**src/core/rss_pkg.sv**
```systemverilog
// constants shared by the remote speed setpoint logic
package rss_pkg;
  // timing base
  localparam int CLK_HZ = 250_000_000;
  localparam int TICK_US = 1000;
  localparam int TICK_CYCLES = CLK_HZ / 1_000_000 * TICK_US;
  localparam int MINUTE_S = 60;
  localparam int MINUTE_TICKS = MINUTE_S * 1_000_000 / TICK_US;

  // register bus
  localparam int ADDR_W = 5;
  localparam logic [ADDR_W-1:0] CTRL_OFS = 5'h00;
  localparam logic [ADDR_W-1:0] LIMIT_OFS = 5'h04;
  localparam logic [ADDR_W-1:0] NORM_RAMP_OFS = 5'h08;
  localparam logic [ADDR_W-1:0] SEC_RAMP_OFS = 5'h0c;
  localparam logic [ADDR_W-1:0] STATUS_OFS = 5'h10;
  localparam logic [ADDR_W-1:0] SETFREQ_OFS = 5'h14;
  localparam logic [1:0] RESP_OKAY = 2'h0;
  localparam logic [1:0] RESP_SLVERR = 2'h2;

  // field positions
  localparam int SEL_LSB = 0;
  localparam int MODE_LSB = 2;
  localparam int T4_BIT = 5;
  localparam int HSL_BIT = 6;
  localparam int HI_LSB = 16;
  localparam int STAT_PEND_BIT = 16;
  localparam int STAT_BUSY_BIT = 17;
  localparam int STAT_ACT_BIT = 18;

  // reset values
  localparam logic [1:0] SEL_RST = 2'h0;
  localparam logic [2:0] MODE_RST = 3'h0;
  localparam logic [15:0] MAXF_RST = 16'h1388;
  localparam logic [15:0] HSL_RST = 16'h2ee0;
  localparam logic [15:0] RAMP_RST = 16'h0005;

  // remote function select codes
  localparam logic [1:0] SEL_MULTI = 2'h0;
  localparam logic [1:0] SEL_STORE = 2'h1;
  localparam logic [1:0] SEL_REMOTE = 2'h2;
  localparam logic [1:0] SEL_CLEAR = 2'h3;

  // operating mode select codes
  localparam logic [2:0] MODE_PANEL = 3'h1;
  localparam logic [2:0] MODE_EXT = 3'h2;
  localparam logic [2:0] MODE_COMB = 3'h3;
  localparam logic [2:0] MODE_EXT4 = 3'h4;
  localparam logic [2:0] MODE_NET = 3'h6;
endpackage

```
**src/core/minute_timer.sv**
```systemverilog
// base tick prescaler and periodic one-minute timer with restart
`timescale 1ns/1ns
module minute_timer #(
  parameter int PRESCALE = rss_pkg::TICK_CYCLES,
  parameter int TICKS = rss_pkg::MINUTE_TICKS
) (
  input wire logic clk,
  input wire logic rst_n,
  input wire logic restart,
  output logic baseTick,
  output logic minuteTick
);
  localparam int PW = $clog2(PRESCALE + 1);
  localparam int TW = $clog2(TICKS + 1);

  typedef struct packed {
    logic [PW-1:0] preCnt;
    logic [TW-1:0] tickCnt;
    logic baseTick;
    logic minuteTick;
  } timer_s;

  timer_s r;
  timer_s n;

  always_comb begin
    n = r;
    n.baseTick = 1'b0;
    n.minuteTick = 1'b0;
    if (restart) begin
      n.preCnt = '0;
      n.tickCnt = '0;
    end else if (r.preCnt == PW'(PRESCALE - 1)) begin
      n.preCnt = '0;
      n.baseTick = 1'b1;
      if (r.tickCnt == TW'(TICKS - 1)) begin
        n.tickCnt = '0;
        n.minuteTick = 1'b1;
      end else begin
        n.tickCnt = r.tickCnt + TW'(1);
      end
    end else begin
      n.preCnt = r.preCnt + PW'(1);
    end
  end

  always_ff @(posedge clk or negedge rst_n) begin
    if (!rst_n) begin
      r <= '0;
    end else begin
      r <= n;
    end
  end

  assign baseTick = r.baseTick;
  assign minuteTick = r.minuteTick;
endmodule

```
**src/core/remote_speed_setpoint.sv**
```systemverilog
// remote speed setpoint (digital motor potentiometer) with axi4-lite registers
// Summary of operation
// Output adds remote offset to a base command picked by operating mode.
// Select 1 keeps offset in non-volatile memory and resumes it on power-up.
// With storage on, write the setpoint when the start inputs drop.
// With storage on, check every minute once speed inputs stay unchanged.
// Minute check writes only if setpoint differs from previous check.
// Clear input never gates whether or when a write happens.
// Offset stays between zero and the selected maximum limit.
// Set frequency is capped at base plus maximum frequency limit.
// Without second-ramp select use second ramp unless normal ramp is longer.
// With second-ramp select always use the second ramp times.
// Speed inputs change the preset even with no start input active.
// Controller picks select 2 or 3 when toggling inputs often.
// Jog or PID operation disables the remote function entirely; a select 1 restore still loads the offset during them.
// Remote function also works in network operating mode.
// Power return within a minute after clear resumes stored frequency.
// Power return after a minute past clear resumes cleared frequency.
// With select 1 the motor restarts after power loss if started.
// Select 1 to 3 remaps speed inputs; select 0 keeps multi-speed.
// Select 3 clears the offset when both start inputs turn off.
// One-minute interval from prescaled clock, restarted on speed input change.
// Each write is one request pulse; no new one until acknowledged.
//
// Decided for this implementation: the register addresses and register access over AXI4-Lite.
`timescale 1ns/1ns
module remote_speed_setpoint #(
  parameter int FW = 16,
  parameter int PRESCALE = rss_pkg::TICK_CYCLES,
  parameter int MINUTE_TICKS = rss_pkg::MINUTE_TICKS
) (
  input wire logic clk,
  input wire logic rst_n,
  input wire logic awvalid,
  output logic awready,
  input wire logic [rss_pkg::ADDR_W-1:0] awaddr,
  input wire logic wvalid,
  output logic wready,
  input wire logic [31:0] wdata,
  input wire logic [3:0] wstrb,
  output logic bvalid,
  input wire logic bready,
  output logic [1:0] bresp,
  input wire logic arvalid,
  output logic arready,
  input wire logic [rss_pkg::ADDR_W-1:0] araddr,
  output logic rvalid,
  input wire logic rready,
  output logic [31:0] rdata,
  output logic [1:0] rresp,
  input wire logic speedUpInput,
  input wire logic speedDownInput,
  input wire logic setpointClearInput,
  input wire logic forwardStartInput,
  input wire logic reverseStartInput,
  input wire logic secondRampSelectInput,
  input wire logic jogActive,
  input wire logic pidActive,
  input wire logic [FW-1:0] panelCmd,
  input wire logic [FW-1:0] externalCmd,
  input wire logic [FW-1:0] terminal4Cmd,
  input wire logic [FW-1:0] networkCmd,
  input wire logic nvmWriteAck,
  input wire logic nvmRestoreValid,
  input wire logic [FW-1:0] nvmRestoreData,
  output logic [FW-1:0] setFreq,
  output logic runRequest,
  output logic [2:0] multiSpeedSel,
  output logic nvmWriteReq,
  output logic [FW-1:0] nvmWriteData
);
  typedef struct packed {
    logic awHeld;
    logic wHeld;
    logic [rss_pkg::ADDR_W-1:0] awAddr;
    logic [31:0] wData;
    logic [3:0] wStrb;
    logic awready;
    logic wready;
    logic bvalid;
    logic [1:0] bresp;
    logic arready;
    logic rvalid;
    logic [31:0] rdata;
    logic [1:0] rresp;
    logic [1:0] remoteSel;
    logic [2:0] opMode;
    logic t4Select;
    logic highSpeedSel;
    logic [15:0] maxLimit;
    logic [15:0] hsLimit;
    logic [15:0] normAccel;
    logic [15:0] normDecel;
    logic [15:0] secAccel;
    logic [15:0] secDecel;
    logic [FW-1:0] offset;
    logic [FW-1:0] lastCheck;
    logic [15:0] stepCnt;
    logic startPrev;
    logic upPrev;
    logic downPrev;
    logic pending;
    logic nvmBusy;
    logic nvmReq;
    logic [FW-1:0] nvmData;
    logic [FW-1:0] setFreq;
    logic runReq;
    logic [2:0] multiSpeed;
  } state_s;

  state_s r;
  state_s n;
  logic baseTick;
  logic minuteTick;
  logic remoteOn;
  logic storeOn;
  logic startNow;
  logic startFall;
  logic speedChange;
  logic wantWrite;
  logic [FW-1:0] baseCmd;
  logic [FW-1:0] curLimit;
  logic [15:0] accelEff;
  logic [15:0] decelEff;
  logic [15:0] stepLim;
  logic [FW:0] sum;
  logic [FW:0] cap;
  logic [31:0] img;

  function automatic logic [31:0] merge(input logic [31:0] old, input logic [31:0] d,
                                        input logic [3:0] s);
    logic [31:0] m;
    m = old;
    for (int i = 0; i < 4; i++) begin
      if (s[i]) begin
        m[8*i+:8] = d[8*i+:8];
      end
    end
    return m;
  endfunction

  minute_timer #(
    .PRESCALE(PRESCALE),
    .TICKS(MINUTE_TICKS)
  ) u_timer (
    .clk(clk),
    .rst_n(rst_n),
    .restart(speedChange),
    .baseTick(baseTick),
    .minuteTick(minuteTick)
  );

  always_comb begin
    n = r;
    n.nvmReq = 1'b0;
    img = '0;
    stepLim = '0;
    wantWrite = 1'b0;
    remoteOn = (r.remoteSel != rss_pkg::SEL_MULTI) && !jogActive && !pidActive;
    storeOn = remoteOn && (r.remoteSel == rss_pkg::SEL_STORE);
    startNow = forwardStartInput | reverseStartInput;
    startFall = r.startPrev && !startNow;
    speedChange = (speedUpInput != r.upPrev) || (speedDownInput != r.downPrev);
    n.startPrev = startNow;
    n.upPrev = speedUpInput;
    n.downPrev = speedDownInput;
    case (r.opMode)
      rss_pkg::MODE_PANEL: baseCmd = panelCmd;
      rss_pkg::MODE_COMB: baseCmd = r.t4Select ? terminal4Cmd : panelCmd;
      rss_pkg::MODE_NET: baseCmd = networkCmd;
      default: baseCmd = externalCmd;
    endcase
    curLimit = r.highSpeedSel ? FW'(r.hsLimit) : FW'(r.maxLimit);
    accelEff = (!secondRampSelectInput && r.normAccel > r.secAccel) ? r.normAccel
                                                                    : r.secAccel;
    decelEff = (!secondRampSelectInput && r.normDecel > r.secDecel) ? r.normDecel
                                                                    : r.secDecel;
    // ramp the offset regardless of the start inputs
    if (remoteOn && (speedUpInput ^ speedDownInput)) begin
      stepLim = speedUpInput ? accelEff : decelEff;
      if (baseTick) begin
        if (r.stepCnt >= stepLim) begin
          n.stepCnt = '0;
          if (speedUpInput && r.offset < curLimit) begin
            n.offset = r.offset + FW'(1);
          end else if (speedDownInput && r.offset != '0) begin
            n.offset = r.offset - FW'(1);
          end
        end else begin
          n.stepCnt = r.stepCnt + 16'h0001;
        end
      end
    end else begin
      n.stepCnt = '0;
    end
    if (remoteOn && setpointClearInput) begin
      n.offset = '0;
    end
    if (remoteOn && r.remoteSel == rss_pkg::SEL_CLEAR && startFall) begin
      n.offset = '0;
    end
    if (r.remoteSel == rss_pkg::SEL_STORE && nvmRestoreValid) begin
      n.offset = nvmRestoreData;
      n.lastCheck = nvmRestoreData;
    end
    if (n.offset > curLimit) begin
      n.offset = curLimit;
    end
    // storage: clear input takes no part in the decision
    if (storeOn && startFall) begin
      wantWrite = 1'b1;
    end
    if (storeOn && minuteTick) begin
      n.lastCheck = r.offset;
      if (r.offset != r.lastCheck) begin
        wantWrite = 1'b1;
      end
    end
    n.pending = r.pending | wantWrite;
    if (r.nvmBusy && nvmWriteAck) begin
      n.nvmBusy = 1'b0;
    end
    if (!r.nvmBusy && n.pending) begin
      n.nvmReq = 1'b1;
      n.nvmBusy = 1'b1;
      n.nvmData = r.offset;
      n.pending = 1'b0;
    end
    // outputs
    sum = {1'b0, baseCmd} + {1'b0, r.offset};
    cap = {1'b0, baseCmd} + {1'b0, FW'(r.maxLimit)};
    if (sum > cap) begin
      sum = cap;
    end
    if (!remoteOn) begin
      n.setFreq = baseCmd;
    end else if (sum[FW]) begin
      n.setFreq = '1;
    end else begin
      n.setFreq = sum[FW-1:0];
    end
    n.runReq = startNow;
    n.multiSpeed = (r.remoteSel == rss_pkg::SEL_MULTI)
                 ? {speedUpInput, speedDownInput, setpointClearInput} : 3'h0;
    // axi4-lite write channel
    if (awvalid && r.awready) begin
      n.awHeld = 1'b1;
      n.awAddr = awaddr;
    end
    if (wvalid && r.wready) begin
      n.wHeld = 1'b1;
      n.wData = wdata;
      n.wStrb = wstrb;
    end
    if (r.bvalid && bready) begin
      n.bvalid = 1'b0;
    end
    if (r.awHeld && r.wHeld && !r.bvalid) begin
      n.awHeld = 1'b0;
      n.wHeld = 1'b0;
      n.bvalid = 1'b1;
      n.bresp = rss_pkg::RESP_OKAY;
      case ({r.awAddr[rss_pkg::ADDR_W-1:2], 2'b00})
        rss_pkg::CTRL_OFS: begin
          img[rss_pkg::SEL_LSB+:2] = r.remoteSel;
          img[rss_pkg::MODE_LSB+:3] = r.opMode;
          img[rss_pkg::T4_BIT] = r.t4Select;
          img[rss_pkg::HSL_BIT] = r.highSpeedSel;
          img = merge(img, r.wData, r.wStrb);
          n.remoteSel = img[rss_pkg::SEL_LSB+:2];
          n.opMode = img[rss_pkg::MODE_LSB+:3];
          n.t4Select = img[rss_pkg::T4_BIT];
          n.highSpeedSel = img[rss_pkg::HSL_BIT];
        end
        rss_pkg::LIMIT_OFS: begin
          img = merge({r.hsLimit, r.maxLimit}, r.wData, r.wStrb);
          {n.hsLimit, n.maxLimit} = img;
        end
        rss_pkg::NORM_RAMP_OFS: begin
          img = merge({r.normDecel, r.normAccel}, r.wData, r.wStrb);
          {n.normDecel, n.normAccel} = img;
        end
        rss_pkg::SEC_RAMP_OFS: begin
          img = merge({r.secDecel, r.secAccel}, r.wData, r.wStrb);
          {n.secDecel, n.secAccel} = img;
        end
        rss_pkg::STATUS_OFS, rss_pkg::SETFREQ_OFS: n.bresp = rss_pkg::RESP_OKAY;
        default: n.bresp = rss_pkg::RESP_SLVERR;
      endcase
    end
    n.awready = !n.awHeld && !n.bvalid;
    n.wready = !n.wHeld && !n.bvalid;
    // axi4-lite read channel
    if (r.rvalid && rready) begin
      n.rvalid = 1'b0;
    end
    if (arvalid && r.arready) begin
      n.rvalid = 1'b1;
      n.rdata = '0;
      n.rresp = rss_pkg::RESP_OKAY;
      case ({araddr[rss_pkg::ADDR_W-1:2], 2'b00})
        rss_pkg::CTRL_OFS: begin
          n.rdata[rss_pkg::SEL_LSB+:2] = r.remoteSel;
          n.rdata[rss_pkg::MODE_LSB+:3] = r.opMode;
          n.rdata[rss_pkg::T4_BIT] = r.t4Select;
          n.rdata[rss_pkg::HSL_BIT] = r.highSpeedSel;
        end
        rss_pkg::LIMIT_OFS: n.rdata = {r.hsLimit, r.maxLimit};
        rss_pkg::NORM_RAMP_OFS: n.rdata = {r.normDecel, r.normAccel};
        rss_pkg::SEC_RAMP_OFS: n.rdata = {r.secDecel, r.secAccel};
        rss_pkg::STATUS_OFS: begin
          n.rdata[FW-1:0] = r.offset;
          n.rdata[rss_pkg::STAT_PEND_BIT] = r.pending;
          n.rdata[rss_pkg::STAT_BUSY_BIT] = r.nvmBusy;
          n.rdata[rss_pkg::STAT_ACT_BIT] = remoteOn;
        end
        rss_pkg::SETFREQ_OFS: n.rdata[FW-1:0] = r.setFreq;
        default: n.rresp = rss_pkg::RESP_SLVERR;
      endcase
    end
    n.arready = !n.rvalid;
  end

  always_ff @(posedge clk or negedge rst_n) begin
    if (!rst_n) begin
      r <= '0;
      r.remoteSel <= rss_pkg::SEL_RST;
      r.opMode <= rss_pkg::MODE_RST;
      r.maxLimit <= rss_pkg::MAXF_RST;
      r.hsLimit <= rss_pkg::HSL_RST;
      r.normAccel <= rss_pkg::RAMP_RST;
      r.normDecel <= rss_pkg::RAMP_RST;
      r.secAccel <= rss_pkg::RAMP_RST;
      r.secDecel <= rss_pkg::RAMP_RST;
    end else begin
      r <= n;
    end
  end

  assign awready = r.awready;
  assign wready = r.wready;
  assign bvalid = r.bvalid;
  assign bresp = r.bresp;
  assign arready = r.arready;
  assign rvalid = r.rvalid;
  assign rdata = r.rdata;
  assign rresp = r.rresp;
  assign setFreq = r.setFreq;
  assign runRequest = r.runReq;
  assign multiSpeedSel = r.multiSpeed;
  assign nvmWriteReq = r.nvmReq;
  assign nvmWriteData = r.nvmData;
endmodule

```
**config.mk**
```make
export PLATFORM = sky130hd
export DESIGN_NAME = remote_speed_setpoint
export DESIGN_NICKNAME = d
export VERILOG_FILES = /design/src/core/rss_pkg.sv /design/src/core/minute_timer.sv /design/src/core/remote_speed_setpoint.sv
export SDC_FILE = /design/constraint.sdc
export NUM_CORES = 1
export LEC_CHECK = 0
export BUFFER_PORTS_ARGS = -buffer_cell sky130_fd_sc_hd__buf_2
export CAP_MARGIN = 0
export CORE_MARGIN = 4
export CORE_UTILIZATION = 60
export CTS_CLUSTER_SIZE = 14
export DETAILED_ROUTE_END_ITERATION = 8
export GPL_ROUTABILITY_DRIVEN = 0
export PLACE_DENSITY_LB_ADDON = 0.08
export SETUP_SLACK_MARGIN = 0.1
export SKIP_CTS_REPAIR_TIMING = 1
export SYNTH_ARGS = -nofsm -noshare
export SYNTH_HDL_FRONTEND = slang
export SYNTH_SLANG_ARGS = --single-unit
```
**constraint.sdc**
```tcl
create_clock -name clk -period 6.85 [get_ports clk]
set_clock_uncertainty 0.2 [all_clocks]
set_input_delay 1.37 -clock clk [delete_from_list [all_inputs] [get_ports clk]]
set_output_delay 1.37 -clock clk [all_outputs]
set_load 0.01 [all_outputs]
```
# Word level (Yosys, flattened, before mapping)
# Index checks and enable logic that the tools add are counted.
[op_classes] mux=47 mul=0 n_div=0 n_shift=0 addsub=7 n_bitwise=3 reduce_logical=60 eq_ne=21 magnitude_cmp=6
[op_table] op="16-bit two-way mux" n=20
[op_table] op="16-bit by 1-bit adder with 16-bit output, second input constant" n=3
[op_table] op="16-bit greater-than comparator" n=3
[op_table] op="16-bit one-hot mux with 3 select lines" n=1
[op_table] op="9-bit one-hot mux with 5 select lines" n=1
[op_table] op="7-bit one-hot mux with 6 select lines" n=1
[op_table] op="13-bit one-hot mux with 3 select lines" n=1
[op_table] op="3-bit AND reduction" n=13
[op_table] op="18-bit two-way mux" n=2
[op_table] op="35-bit two-way mux" n=1
[op_table] op="16-bit by 16-bit adder with 17-bit output" n=2
[op_table] op="34-bit two-way mux" n=1
[op_table] op="32-bit two-way mux" n=1
[op_table] op="1-bit logical AND" n=26
[op_table] op="19-bit two-way mux" n=1
[op_table] op="18-bit by 1-bit adder with 18-bit output, second input constant" n=1
[op_table] op="18-bit equality test, second input constant" n=1
[op_table] op="17-bit greater-than comparator" n=1
[op_table] op="17-bit two-way mux" n=1
[op_table] op="16-bit equality test, second input constant" n=1
[op_table] op="16-bit >= comparator" n=1
[op_table] op="16-bit less-than comparator" n=1
[op_table] op="16-bit inequality test" n=1
[op_table] op="16-bit nonzero test" n=1
[op_table] op="20 further kinds" n=58
[totals] out_inout_bits=78 ram_bits=0 input_bits=143 wordCells=189 ff_bits=312 mem_bits_ro=0 latchBits=0 mem_count=0

# Logic depth before layout (Yosys ltp)
[depth] depth_word=13 depth_mapped=34 ltp_nobuf=31

# Hierarchy
# A second synthesis with hierarchy kept.
[hier_totals] hier_cells=2102 area_unflattened_um2=20068.0
[by_module_without_submodules] mod="remote_speed_setpoint" cells_per_inst=1897 area_per_inst_um2=18172.4 instances=1 seq_area_each_um2=6831.6
[by_module_without_submodules] mod="minute_timer" cells_per_inst=205 area_per_inst_um2=1895.6 instances=1 seq_area_each_um2=900.9

# Worst setup path before layout
# No wires, ideal clock.
[synth_path] path_type="register to register" startpoint="reg r[108] in the netlist's numbering" endpoint="reg r[77] in the netlist's numbering" t_arrival_ns=6.006 t_required_ns=6.526 synth_period_minus_slack_ns=6.330 n_path_buf=3 setup_ns=0.124 path_stages_with_launch=33 slack_ns=0.520 path_cell_list="dfstp_2 -> inv_1 -> ha_1 -> o21a_1 -> o21a_1 -> o21ai_0 -> a21oi_1 -> o21a_1 -> o21ai_2 -> buf_2 -> mux2i_1 -> mux2_2 -> ha_1 -> o21ai_0 -> nor2_1 -> o21a_1 -> a31oi_1 -> nand2_1 -> nand2b_1 -> clkbuf_1 -> a21oi_1 -> mux2i_1 -> or2_2 -> ha_1 -> a21oi_1 -> nor2b_1 -> o21ai_0 -> a21oi_1 -> o211a_1 -> a311oi_1 -> nor2_1 -> clkbuf_1 -> o31a_1"
[synth_rtl] element="start: declaration" line="remote_speed_setpoint.sv:111" source="state_s r;"
[synth_rtl] element="start signal: assignment" line="remote_speed_setpoint.sv:336" source="r <= n;"

==> metrics.yaml <==
clocking:
  htreeDepth: 2
  cts_buffers: 35
  clk_latency_ns: 0.53
  root_buffer: "clkbuf_16"
  clk_pin_slew_ns: 0.07
  cts_tree: "yes"
  clock_sinks: 308
  clk_path_buf_depth: 3
die:
  die_area_um2: 35780
  num_rows: 66
  ioPinCount: 221
  initial_core_util_pct: 60.67
  die_x_um: 189.2
  die_h_um: 189.2
  coreArea_um2: 32450
worst_setup_path:
  critPathTopFamily: "compound AO/OA/AOI/OAI gates"
  crit_path_end_kind: "flip-flop"
  cp.arrival_ns: 6.68
  crit_slowest_cell: "dfrtp_1"
  path_common_cell: "o21a_1"
  cp.required_ns: 7.08
  crit_path_start_kind: "flip-flop"
  cp_max_fo: 7
  timing.critical_path.buf_inv: 6
  max_stage_delay_ns: 0.37
  timing.setup.critical_path_class: "reg2reg"
global_route:
  antenna_found_initial: 1
  grt_pass1_vias: 16060
  grt_max_degree: 121
  grt_usage_pct: 31.58
  grt-ovfl-total: 0
  grt_pass1_wl_mm: 89.86
synthesis:
  synth_top_family_by_area: "multiplexers"
  synthesis.yosys.warnings: 0
  synth_area_per_cell_um2: 9.709
  synth-adder-area-share_pct: 8.655
  synthXorXnorAreaFrac_pct: 3.336
  synth_edf_count: 0
  synth_cell_types: 74
  ys_ff_latch: 308
  synth-simple-area-share_pct: 14.21
  postSynth.asyncResetShare_pct: 100.0
  syn_inst: 2028
  ys_seq_area_share_pct: 39.27
  synthFlopType: "dfrtp_1"
  synth-compound-area-share_pct: 14.22
  yosys-mux-area-fraction_pct: 14.58
  netlist_area_um2: 19690
routing:
  num_vias: 16370
  wl_met1_mm: 24.52
  dr.pass1.iters: 8
  post_drt_wl_per_cell_um: 21.92
  drc_errors: 0
  antenna_left: 0
  met2_wirelength_mm: 26.67
  dr_wl_met3_mm: 4.574
  drtIter0Drc: 1475
  wirelength_mm: 57.90
  routed.top_layer: "met5"
  vias_per_cell: 6.200
sta:
  rsz0062_at_grt: "no"
  finalMaxSlewViolations: 0
  hold_viol: 0
  timing.final.crit_share_pct: 94.15
  min_period_ns: 6.449
  fmax_mhz: 155.1
  tightest_slew_ns: 1.126
  fin_setup_tns_ns: 0
  final-setup-viol-count: 0
  whs_ns: 0.2711
  max_slew_margin_pct: 24.57
cells_and_area:
  num-nets-final: 2450
  n_antenna_cell: 0
  area_growth_pct: 12.44
  layout_common_cells: "288 x dfrtp_1, 213 x buf_2, 182 x nand2_1"
  drive_gt1_share_pct: 25.78
  stdcell_area_um2: 22140
  layout_commonest_cell: "dfrtp_1"
placed_design:
  dpl_cell_area_um2: 20830
  place_hpwl_mm: 43.05
  port_buffers: 214
power_and_ir_drop:
  leakagePower_nw: 10.53
  vdd_drop_max_uv: 324.6
  powerDensity_nw_per_um2: 506.7
outcome:
  status: "finished, final reports clean"
run:
  drv_cap: 0
min_path:
  hp-class: "reg2reg"
-- area by class of cell --
class | count | area [um^2]
inverters | 61 | 229.0
clock inverters | 12 | 113.9
multi-input cells | 1501 | 10920
flip-flops and latches | 308 | 7732
well taps | 442 | 553.0
fillers | 2536 | 10320
repair buffers | 265 | 1525
clock buffers | 52 | 1062
-- report_power, final --
part | internal, W | switching, W
combinational | 0.00276 | 0.00343
sequential | 0.00240 | 0.000713
clock | 0.00112 | 0.000781
total | 0.00629 | 0.00492
-- cell families (layout without fill, tap and decap cells) --
group,Yosys count,after routing
other cells,1,2
simple gates,578,578
flops,308,308
xor+xnor,75,75
fa+ha+maj,135,135
mux,260,260
buf+inv,220,390
compound gates,451,451
-- path summary, 6_finish.rpt --
path / depth (start not counted) / slack, ns / endpoint / startpoint
worst min register to register: 1 / 0.27 / wready / r[275]
min in group asynchronous: 1 / 0.56 / nvmWriteData[2] / rst_n
max in group asynchronous: 2 / 4.46 / r[275] / rst_n
worst max-delay path: 32 / 0.40 / r[75] / r[107]
worst min-delay path: 1 / 0.27 / wready / r[275]
worst max register to register: 32 / 0.40 / r[75] / r[107]
-- metrics by stage --
stage	cells	worst slack [ns]	utilization, %	total power [W]
floorplan	2029	0.5196	-	0.007289
global placement	2572	0.2061	64.18	0.008814
detailed placement	2572	0.08671	64.18	0.009022
CTS	2636	0.01686	67.80	0.01097
global route	2641	0.08421	68.21	0.01200
finish	2641	0.4005	68.21	0.01122
-- synth_stat cells (22+ instances only) --
| library cell | n | area share, % |
|---|---|---|
| o21ai_0 | 157 | 4.0 |
| clkbuf_1 | 70 | 1.3 |
| nor2_1 | 136 | 2.6 |
| buf_4 | 72 | 2.7 |
| a21o_1 | 28 | 1.1 |
| inv_1 | 60 | 1.1 |
| xor2_1 | 46 | 2.0 |
| mux2i_1 | 84 | 4.3 |
| nand2_1 | 184 | 3.5 |
| xnor2_1 | 29 | 1.3 |
| a31oi_1 | 22 | 0.70 |
| and3_1 | 35 | 1.1 |
| mux2_2 | 171 | 9.8 |
| or2_2 | 24 | 0.76 |
| nand4_1 | 34 | 1.1 |
| dfrtp_1 | 288 | 37 |
| nand3_1 | 46 | 1.2 |
| a21oi_1 | 95 | 2.4 |
| ha_1 | 133 | 8.5 |
| nor2b_1 | 27 | 0.86 |
| a22oi_1 | 46 | 1.8 |
-- metal layers --
metal  GRT usage (%)  up-vias
li1                -     7534
met1           43.58     7999
met2           51.56      717
met3           4.867      121
met4           10.40        2
met5               0        -
-- worst reg2reg max path: cells and delay by family (launching register included) --
| family | cells | cell delay (ns) |
|---|---|---|
| flops | 1 | 0.37 |
| buf+inv | 6 | 0.88 |
| mux | 2 | 0.38 |
| simple gates | 6 | 0.78 |
| compound gates | 15 | 2.89 |
| fa+ha+maj | 3 | 0.86 |
-- flip-flops by register name, indices dropped and copies added, names as in the netlist --
register            cells
bresp                   1
setFreq                16
u_timer.baseTick        1
awready                 1
nvmWriteData           16
r                     196
runRequest              1
nvmWriteReq             1
bvalid                  1
wready                  1
rresp                   1
u_timer.r              34
multiSpeedSel           3
u_timer.minuteTick      1
rdata                  32
rvalid                  1
arready                 1
Note: power is estimated with default switching activity, not from simulation.
